--- src/sgac_cfg.svh ---
// Constants for the spectral gain and auto-zero configuration bank
`ifndef SGAC_CFG_SVH
`define SGAC_CFG_SVH
// ==========================================
// Register indexes (byte address is index times four)
`define SGAC_IDX_AUX      10'h090
`define SGAC_IDX_REV      10'h091
`define SGAC_IDX_PART     10'h092
`define SGAC_IDX_CTRL     10'h0b1
`define SGAC_IDX_CEIL     10'h0cf
`define SGAC_IDX_AZ       10'h0d6
// ==========================================
// Field positions
`define SGAC_TRIG_HI      7
`define SGAC_TRIG_LO      6
`define SGAC_FLICKER_AUTO_GAIN_EN_BIT   3
`define SGAC_SPECTRAL_AUTO_GAIN_EN_BIT   2
`define SGAC_FD_CEIL_HI   7
`define SGAC_FD_CEIL_LO   4
`define SGAC_SP_CEIL_HI   3
`define SGAC_SP_CEIL_LO   0
// ==========================================
// Reset values and codes
`define SGAC_AZ_RST       8'hff
`define SGAC_AZ_NEVER     8'h00
`define SGAC_AZ_ONCE      8'hff
`define SGAC_CEIL_RST     4'h9
`define SGAC_CEIL_MAX     4'ha
`define SGAC_TRIG_RST     2'h2
`define SGAC_FLICKER_AUTO_GAIN_EN_RST   1'b1
`define SGAC_SPECTRAL_AUTO_GAIN_EN_RST   1'b0
// ==========================================
// Timing
`define SGAC_AZ_TIME_US   15000
`define SGAC_CLK_MHZ      125
`define SGAC_AZ_CYCLES    (`SGAC_AZ_TIME_US * `SGAC_CLK_MHZ)
`endif

--- src/sgac_pkg.sv ---
// Types shared by the spectral gain and auto-zero configuration bank
package sgac_pkg;
   // ==========================================
   // Gain ceiling and enable group to the gain engines
   typedef struct packed {
      logic [3:0] fd_ceil;   // Flicker gain ceiling code
      logic [3:0] sp_ceil;   // Spectral gain ceiling code
      logic       flicker_auto_gain_en;    // Flicker auto gain enable
      logic       spectral_auto_gain_en;    // Spectral auto gain enable
   } sgac_gain_cfg_t;

   // ==========================================
   // Auto-zero timer state
   typedef struct packed {
      logic [23:0] cnt;      // Cycles left in operation
      logic        busy;     // Operation in progress
   } sgac_tmr_t;

   // ==========================================
   // Register bank state
   typedef struct packed {
      logic [7:0]     az_interval;  // Auto-zero interval
      sgac_gain_cfg_t gain;         // Ceilings and enables
      logic [1:0]     fifo_trig;    // FIFO trigger code
      logic [7:0]     az_cnt;       // Cycles since last auto-zero
      logic           first_done;   // A cycle has started
      logic           az_pulse;     // Auto-zero start
      logic           az_adc5;      // Converter 5 included
      logic           abort;        // Flicker abort pulse
      logic           fifo_irq;     // FIFO level reached
      logic [24:0]    drop_thr;     // Gain drop threshold
      logic           ack;          // Access phase answered
      logic           slverr;       // Unmapped address
      logic [7:0]     rdata;        // Read data byte
   } sgac_state_t;
endpackage

--- src/sgac_az_timer.sv ---
// Auto-zero duration timer
`timescale 1ns/100ps
`include "sgac_cfg.svh"
module sgac_az_timer #(
   parameter int CYCLES = `SGAC_AZ_CYCLES  // Length of one operation
) (
   // Clock and reset
   input  wire logic i_clk,
   input  wire logic i_rst_n,
   // Control
   input  wire logic i_start,
   // Status
   output logic      o_busy,
   output logic      o_done
);
   // ==========================================
   // State
   sgac_pkg::sgac_tmr_t st_reg;   // Current state
   sgac_pkg::sgac_tmr_t st_next;  // Next state
   logic                done_next;
   logic                done_reg;

   // Start is ignored while busy; a restart would
   // stretch the offset recalibration unboundedly
   always_comb begin
      st_next   = st_reg;
      done_next = 1'b0;
      if (st_reg.busy) begin
         if (st_reg.cnt == 24'h00_0001) begin
            st_next.busy = 1'b0;
            done_next    = 1'b1;
         end
         st_next.cnt = st_reg.cnt - 24'h00_0001;
      end else if (i_start) begin
         st_next.busy = 1'b1;
         st_next.cnt  = 24'(CYCLES);
      end
   end

   // Register the state
   always_ff @(posedge i_clk or negedge i_rst_n) begin
      if (!i_rst_n) begin
         st_reg   <= '0;
         done_reg <= 1'b0;
      end else begin
         st_reg   <= st_next;
         done_reg <= done_next;
      end
   end

   assign o_busy = st_reg.busy;
   assign o_done = done_reg;
endmodule // sgac_az_timer

--- src/sgac_regs.sv ---
// Spectral gain and auto-zero configuration register bank with APB slave
//
// Overview of operation
// RULE1: Interval: 0 never, n every n-th, 255 once
// RULE2: Auto-zero lasts about 15 ms
// RULE3: Flicker enabled adds converter 5 to auto-zero
// RULE4: Converter 5 auto-zero aborts running flicker measurement
// RULE5: Flicker ceiling bits 7:4, 0..10, default 9
// RULE6: Spectral ceiling bits 3:0, 0..10, default 9
// RULE7: FIFO trigger bits 7:6 gives 1,4,8,16
// RULE8: Bit 3 enables flicker auto gain, default set
// RULE9: Bit 2 enables spectral auto gain, default clear
// RULE10: Identification fields read only, writes ignored
// RULE11: Gain code 0 is half, doubles per step
// RULE12: Gain drops above 50 to 87.5 percent
// RULE13: Reserved bits read zero, writes ignored
//
// Our own choice: the APB slave port.
`timescale 1ns/100ps
`include "sgac_cfg.svh"
module sgac_regs #(
   parameter int       AZ_CYCLES = `SGAC_AZ_CYCLES, // Auto-zero length
   parameter bit [5:0] PART_CODE = 6'h2a,  // Arbitrary value
   parameter bit [2:0] REV_CODE  = 3'h5,   // Arbitrary value
   parameter bit [3:0] AUX_CODE  = 4'ha    // Arbitrary value
) (
   // Clock and reset
   input  wire logic                  i_clk,
   input  wire logic                  i_rst_n,
   // APB slave
   input  wire logic                  i_psel,
   input  wire logic                  i_penable,
   input  wire logic                  i_pwrite,
   input  wire logic [11:0]           i_paddr,
   input  wire logic [31:0]           i_pwdata,
   output logic      [31:0]           o_prdata,
   output logic                       o_pready,
   output logic                       o_pslverr,
   // Measurement engine status
   input  wire logic                  i_cycle_start,
   input  wire logic                  i_flicker_detect_en,
   input  wire logic                  i_flicker_running,
   input  wire logic [5:0]            i_fifo_count,
   input  wire logic [1:0]            i_gain_drop_level,
   input  wire logic [24:0]           i_full_scale,
   // Auto-zero control
   output logic                       o_autozero_start,
   output logic                       o_autozero_busy,
   output logic                       o_autozero_adc5,
   output logic                       o_flicker_abort,
   // Gain control
   output sgac_pkg::sgac_gain_cfg_t   o_gain_cfg,
   output logic      [10:0]           o_spectral_gain_max,
   output logic      [10:0]           o_flicker_gain_max,
   output logic      [24:0]           o_gain_drop_threshold,
   // FIFO
   output logic      [4:0]            o_fifo_level_trigger,
   output logic                       o_fifo_irq
);
   // ==========================================
   // State and decode
   sgac_pkg::sgac_state_t st_reg;    // Current state
   sgac_pkg::sgac_state_t st_next;   // Next state
   logic [9:0]            idx;       // Word index
   logic                  acc;       // Access phase
   logic                  wr_en;     // Write commits
   logic                  mapped;    // Known address
   logic [7:0]            rd_byte;   // Selected read byte
   logic                  az_fire;   // Interval reached
   logic                  tmr_busy;  // Timer running
   logic [27:0]           thr_prod;  // Threshold product

   assign idx    = i_paddr[11:2];
   assign acc    = i_psel && i_penable;
   // One wait state: the write lands on the edge pready is seen
   assign wr_en  = acc && st_reg.ack && i_pwrite && !st_reg.slverr;

   // ==========================================
   // Read mux
   always_comb begin
      mapped  = 1'b1;
      rd_byte = 8'h00;
      case (idx)
         `SGAC_IDX_AUX:  rd_byte = {4'h0, AUX_CODE};     // RULE10 RULE13
         `SGAC_IDX_REV:  rd_byte = {5'h00, REV_CODE};    // RULE10 RULE13
         `SGAC_IDX_PART: rd_byte = {PART_CODE, 2'h0};    // RULE10 RULE13
         // Control: trigger, two enables, reserved zero
         `SGAC_IDX_CTRL: rd_byte = {st_reg.fifo_trig, 2'h0,
                                    st_reg.gain.flicker_auto_gain_en,
                                    st_reg.gain.spectral_auto_gain_en, 2'h0}; // RULE13
         `SGAC_IDX_CEIL: rd_byte = {st_reg.gain.fd_ceil,
                                    st_reg.gain.sp_ceil};
         `SGAC_IDX_AZ:   rd_byte = st_reg.az_interval;
         default:        mapped  = 1'b0;
      endcase
   end

   // ==========================================
   // Gain drop threshold: full scale times (4+code)/8
   assign thr_prod = 28'(i_full_scale) * 28'({1'b1, i_gain_drop_level});

   // ==========================================
   // Next state
   always_comb begin
      st_next          = st_reg;
      st_next.az_pulse = 1'b0;
      st_next.abort    = 1'b0;
      az_fire          = 1'b0;

      // Bus answer: ack rises one cycle into access
      st_next.ack = acc && !st_reg.ack;
      if (acc && !st_reg.ack) begin
         st_next.rdata  = i_pwrite ? 8'h00 : rd_byte;
         st_next.slverr = !mapped;
      end

      // Auto-zero interval scheduling
      if (i_cycle_start) begin
         st_next.first_done = 1'b1;
         case (st_reg.az_interval)
            `SGAC_AZ_NEVER: az_fire = 1'b0;                  // RULE1
            `SGAC_AZ_ONCE:  az_fire = !st_reg.first_done;    // RULE1
            default: begin
               // Fires on the first cycle, then every n-th
               az_fire = (st_reg.az_cnt == 8'h00);           // RULE1
               if (st_reg.az_cnt + 8'h01 >= st_reg.az_interval) begin
                  st_next.az_cnt = 8'h00;
               end else begin
                  st_next.az_cnt = st_reg.az_cnt + 8'h01;
               end
            end
         endcase
      end

      // Skip a due auto-zero while one still runs
      if (az_fire && !tmr_busy) begin
         st_next.az_pulse = 1'b1;
         st_next.az_adc5  = i_flicker_detect_en;                  // RULE3
         st_next.abort    = i_flicker_detect_en && i_flicker_running; // RULE4
      end

      // FIFO level compare
      st_next.fifo_irq = ({1'b0, o_fifo_level_trigger} <= i_fifo_count); // RULE7

      st_next.drop_thr = thr_prod[27:3];                          // RULE12

      // Register writes; identification writes fall through
      if (wr_en) begin
         case (idx)
            `SGAC_IDX_CTRL: begin
               st_next.fifo_trig =
                  i_pwdata[`SGAC_TRIG_HI:`SGAC_TRIG_LO];         // RULE7
               st_next.gain.flicker_auto_gain_en = i_pwdata[`SGAC_FLICKER_AUTO_GAIN_EN_BIT];  // RULE8
               st_next.gain.spectral_auto_gain_en = i_pwdata[`SGAC_SPECTRAL_AUTO_GAIN_EN_BIT];  // RULE9
            end
            `SGAC_IDX_CEIL: begin
               // Codes above the top gain are held at the top
               st_next.gain.fd_ceil =
                  (i_pwdata[`SGAC_FD_CEIL_HI:`SGAC_FD_CEIL_LO] > `SGAC_CEIL_MAX)
                  ? `SGAC_CEIL_MAX
                  : i_pwdata[`SGAC_FD_CEIL_HI:`SGAC_FD_CEIL_LO]; // RULE5
               st_next.gain.sp_ceil =
                  (i_pwdata[`SGAC_SP_CEIL_HI:`SGAC_SP_CEIL_LO] > `SGAC_CEIL_MAX)
                  ? `SGAC_CEIL_MAX
                  : i_pwdata[`SGAC_SP_CEIL_HI:`SGAC_SP_CEIL_LO]; // RULE6
            end
            `SGAC_IDX_AZ: begin
               // New interval restarts the cycle count
               st_next.az_interval = i_pwdata[7:0];              // RULE1
               st_next.az_cnt      = 8'h00;
            end
            default: st_next.rdata = st_next.rdata;              // RULE10
         endcase
      end
   end

   // ==========================================
   // State register
   always_ff @(posedge i_clk or negedge i_rst_n) begin
      if (!i_rst_n) begin
         st_reg              <= '0;
         st_reg.az_interval  <= `SGAC_AZ_RST;
         st_reg.gain.fd_ceil <= `SGAC_CEIL_RST;   // RULE5
         st_reg.gain.sp_ceil <= `SGAC_CEIL_RST;   // RULE6
         st_reg.gain.flicker_auto_gain_en  <= `SGAC_FLICKER_AUTO_GAIN_EN_RST; // RULE8
         st_reg.gain.spectral_auto_gain_en  <= `SGAC_SPECTRAL_AUTO_GAIN_EN_RST; // RULE9
         st_reg.fifo_trig    <= `SGAC_TRIG_RST;   // RULE7
      end else begin
         st_reg <= st_next;
      end
   end

   // ==========================================
   // Auto-zero duration timer
   sgac_az_timer #(
      .CYCLES (AZ_CYCLES)
   ) u_az_timer (
      .i_clk   (i_clk),
      .i_rst_n (i_rst_n),
      .i_start (st_reg.az_pulse),   // RULE2
      .o_busy  (tmr_busy),
      .o_done  ()
   );

   // ==========================================
   // Outputs
   assign o_pready              = acc && st_reg.ack;
   assign o_pslverr             = o_pready && st_reg.slverr;
   assign o_prdata              = {24'h00_0000, st_reg.rdata};
   assign o_autozero_start      = st_reg.az_pulse;
   assign o_autozero_busy       = tmr_busy;
   assign o_autozero_adc5       = st_reg.az_adc5 && tmr_busy;   // RULE3
   assign o_flicker_abort       = st_reg.abort;
   assign o_gain_cfg            = st_reg.gain;
   // Half-x units: code 0 is 0.5x, each step doubles
   assign o_spectral_gain_max   = 11'h001 << st_reg.gain.sp_ceil; // RULE11
   assign o_flicker_gain_max    = 11'h001 << st_reg.gain.fd_ceil; // RULE11
   assign o_gain_drop_threshold = st_reg.drop_thr;
   assign o_fifo_irq            = st_reg.fifo_irq;

   // FIFO trigger code to entry count
   always_comb begin
      case (st_reg.fifo_trig)
         2'h0:    o_fifo_level_trigger = 5'h01;   // RULE7
         2'h1:    o_fifo_level_trigger = 5'h04;
         2'h2:    o_fifo_level_trigger = 5'h08;
         default: o_fifo_level_trigger = 5'h10;
      endcase
   end
endmodule // sgac_regs

--- config.mk ---
export PLATFORM = sky130hd
export DESIGN_NAME = sgac_regs
export DESIGN_NICKNAME = d
export VERILOG_FILES = /design/src/sgac_pkg.sv /design/src/sgac_az_timer.sv /design/src/sgac_regs.sv
export VERILOG_INCLUDE_DIRS = /design/src
export SDC_FILE = /design/constraint.sdc
export NUM_CORES = 1
export LEC_CHECK = 0
export BUFFER_PORTS_ARGS = -buffer_cell sky130_fd_sc_hd__buf_2
export CAP_MARGIN = 5
export CORE_UTILIZATION = 45
export CTS_CLUSTER_DIAMETER = 150
export DETAILED_ROUTE_END_ITERATION = 16
export PLACE_DENSITY_LB_ADDON = 0.12
export SYNTH_ARGS = -nofsm -noshare
export SYNTH_HDL_FRONTEND = slang
export SYNTH_HIERARCHICAL = 1
export SYNTH_SLANG_ARGS = --single-unit
--- constraint.sdc ---
create_clock -name i_clk -period 5.18 [get_ports i_clk]
set_input_delay 0.259 -clock i_clk [delete_from_list [all_inputs] [get_ports i_clk]]
set_output_delay 0.259 -clock i_clk [all_outputs]
set_load 0.05 [all_outputs]
Word-level counts from Yosys, hierarchy flattened:

Index checks and enable logic that the tools add are counted.

* bits in registers: 93
* input bits: 85
* output and inout bits: 101
* logic and storage cells: 77

* add/sub/neg operators: 2
* $mul: 1
* order comparisons: 4
* equality and inequality tests: 10
* shift-type cells: 2
* mux-type cells: 17
* reduce and logical (&&, ||, !) cells: 23

Operators with widths (count)
* $eq 10x8->1 const B: 6
* $mux 25: 2
* $pmux 8 s6: 1
* $mux 8: 5
* $mul 25x3->28: 1
* $eq 24x1->1 const B: 1
* $sub 24x1->24 const B: 1
* $shl 1x4->11 const A: 2
* $logic_not 8->1: 2
* $pmux 5 s3: 1
* $logic_and 1x1->1: 9
* $mux 9: 1
* $add 8x1->8 const B: 1
* $eq 8x8->1 const B: 1
* $ge 8x8->1: 1
* $gt 4x4->1 const B: 2
* $mux 4: 2
* $le 5x6->1: 1
* $reduce_and 2->1: 3
* $reduce_or 6->1: 1
* $logic_not 1->1: 5
* $mux 1: 3
* $mux 3: 1
* $eq 2x1->1 const B: 1
* other kinds (5): 5

Depth between registers and ports, before layout:

* word-level depth: 7
* gate-level depth with buffers: 12
* depth with buffers taken out: 11

Cells and area by module:

The synthesis kept the hierarchy.

Modules (own cells, without submodules)
* sgac_regs: times used 1, cells each 667, area an instance 5928.2 um^2, seq. area each 1719.1 um^2
* sgac_az_timer: times used 1, cells each 129, area an instance 1343.8 um^2, seq. area each 650.6 um^2

Worst setup path after synthesis:

Ideal clock, no wire load.

* path kind: input-to-reg
* start: in i_gain_drop_level[1]
* end: reg st_reg, in the netlist o_gain_drop_threshold[21]
* setup time: 130 ps
* arrival: 2852 ps
* required time: 5050 ps
* path slack: 2198 ps
* stages on the path: 11
* path buffers: 2
* cell sequence: clkbuf_1 > and2_1 > fa_1 > ha_1 > clkbuf_1 > a21oi_1 > o22ai_1 > or4_1 > o22ai_1 > o221a_1 > nand4_1

RTL lines
* from (decl): line sgac_regs.sv:44 `input wire logic [1:0] i_gain_drop_level,`
* to (signal assigned): line sgac_regs.sv:189 `st_reg <= st_next;`
* to (decl): line sgac_regs.sv:62 `sgac_pkg::sgac_state_t st_reg;`

==> run summary <==
Worst reg-to-reg path cell count: 10
Fraction of final layout cells sized beyond drive strength 1: 0.2109
Filler cells: 1,528
Final WS setup: 2.041 ns
Critical Path RT: 5.40 ns
Dpl ws: 1.700 ns
Mapped Area: 7247 um^2
Startpoint types: primary input
P&R area growth vs syn: 10.36%
# nets final: 1,027
Initial core utilization: 0.4579
CP endpoint kind: flop
ANT cells: 0
Family with the most delay on the worst path: compound AO/OA/AOI/OAI gates
Worst-Skew Late Latency: 0.34 ns
Detailed-route wire length: 16,270 um
Internal: 1604 uW
Clock power frac: 0.240
MaxCap Viol Count: 0
Worst Hold Class: in2reg
Part of the power in combinational logic: 0.402
Routed vias/inst: 5.378
Worst path cell trace: buf_2, and2_1, fa_1, ha_1, a21oi_1, o22ai_1, or4_1, o22ai_1, o221a_1, nand4_1
Status: completed
Clock skew: 0.005426 ns
Post-CTS sizing: 0
Tcrit/Tclk final: 0.6059
Cells after Synth: 795
CTS Root Cell: clkbuf_16
CP max stage delay: 0.54 ns
Crit path DAT: 3.36 ns
Hold buffers post-CTS: 1
Ports: 186
Worst path depth: 10
Crit-path most repeated cell: o22ai_1
Sw Share: 0.4119
CP max FO: 26
Multi-input gate area: 4289 um^2
Ys Warns: 6
Pre-Repair DR Iteration Count: 6
Worst vdd ir: 0.1856 mV
Cts bufs inserted: 9
PwrDens: 341.1 nW/um^2
Routability Congestion: 0.8946
Rows: 46
Measured slew at the worst slew-check pin: 0.7970 ns
Setup TNS: 0 ns
First-pass GRT wire length: 26,880 um
Grt ovf: 0
Worst path bufs/invs: 1
Initial antenna violation count: 0
RSZ-0062 raised after global routing: no
Final hold slack: 0.1096 ns
Max reg flops: 25
Number of setup buffers added after CTS: 0
CTS tree: yes
Slowest CP cell: o22ai_1
DP Area: 7694 um^2
Vias after detailed routing: 5,905
Crit path time final: 3.139 ns
Rel. slew slack: 0.4670
GRT Overall Usage: 0.2040
Width of the die: 128.9 um
Largest net degree at the start of global routing: 55
Hold Fails Final Rpt: 0
Die H: 128.9 um
Iteration-0 DRC Markers: 327
H-tree level count: 3
Power, Total: 2728 uW
Reg clk slew, reported paths: 0.06 ns
Count of pins over their slew limit: 0
Max Clk Rate: 318.6 MHz
Net load switching power: 1124 uW
Die area: 16,620 um^2
Residual DRC: 0
Flop pwr share: 0.358
Syn avg cell area: 9.116 um^2
Final setup fails: 0
Leakage: 0.003777 uW
Post-Layout Inst Area: 7998 um^2
Wire per inst: 14.82 um
Hold path cells: 2
Deepest clock path buffer count: 2
Worst Setup Path Type: in2reg
ANT nets after route: 0
Reg area: 2345 um^2
# clock sinks: 93
IO buf count: 134
Vias in the first global route: 5,582
Dpl hpwl: 12,790 um
Core area: 15,830 um^2
worst paths after layout:
check | startpoint | endpoint | slack (ns)
worst max register to register | st_reg[42]$_DFF_PN0_ | st_reg[43]$_DFF_PN0_ | 2.26
worst min register to register | st_reg[39]$_DFFE_PN0P_ | st_reg[39]$_DFFE_PN0P_ | 0.47
max in group asynchronous | i_rst_n | o_gain_drop_threshold[22]$_DFF_PN0_ | 3.70
worst max-delay path | i_gain_drop_level[1] | o_gain_drop_threshold[21]$_DFF_PN0_ | 2.04
worst min-delay path | i_fifo_count[5] | o_fifo_irq$_DFF_PN0_ | 0.11
min in group asynchronous | i_rst_n | o_fifo_irq$_DFF_PN0_ | 0.43
metrics by stage:
stage / cells / util
5_1_grt: 1098 / 0.5053
3_5_place_dp: 1081 / 0.4861
6_report: 1098 / 0.5053
4_1_cts: 1098 / 0.5053
2_1_floorplan: 819 / -
3_3_place_gp: 1081 / 0.4861
worst register-to-register path, stage by stage (launching register included):
cell and delay [ns]:
dfrtp_1 0.43, nand3_1 0.19, or2_1 0.34, nor2_1 0.15, xor2_1 0.23, ha_1 0.28, a21oi_1 0.17, o21ai_0 0.22
a211oi_1 0.51, nand2_1 0.11, a31oi_1 0.19
cell usage in the layout (no fill, tap or decap), types with 18 or more instances in the layout:
| master | n |
|---|---|
| a21oi_1 | 45 |
| and2_1 | 56 |
| buf_2 | 133 |
| conb_1 | 25 |
| dfrtp_1 | 79 |
| fa_1 | 24 |
| ha_1 | 41 |
| inv_1 | 27 |
| nand2_1 | 75 |
| nand2b_1 | 18 |
| nor2_1 | 46 |
| nor3_1 | 24 |
| o21ai_1 | 25 |
power groups by stage:
stage               Combinational [uW]  Sequential, uW  Clock, uW
global route                      1200            1000        707
detailed placement                1100             988          0
CTS                               1100             978        676
floorplan                          985             949          0
finish                            1100             977        656
global placement                  1080             985          0
layer usage:
metal / routed length (um) / GRT usage
met1: 7392 / 0.2640
met2: 8096 / 0.3498
met3: 634 / 0.03617
met4: 150 / 0.05675
met5: 0 / 0
layout make-up:
cell class | count | area share
sequential | 93 | 0.2932
tap | 216 | 0.03379
clock buffer | 12 | 0.03082
inverter | 27 | 0.01267
clock inverter | 4 | 0.005945
timing repair buffer | 137 | 0.08730
multi-input combinational | 609 | 0.5363
Note: power is estimated with default switching activity, not from simulation.
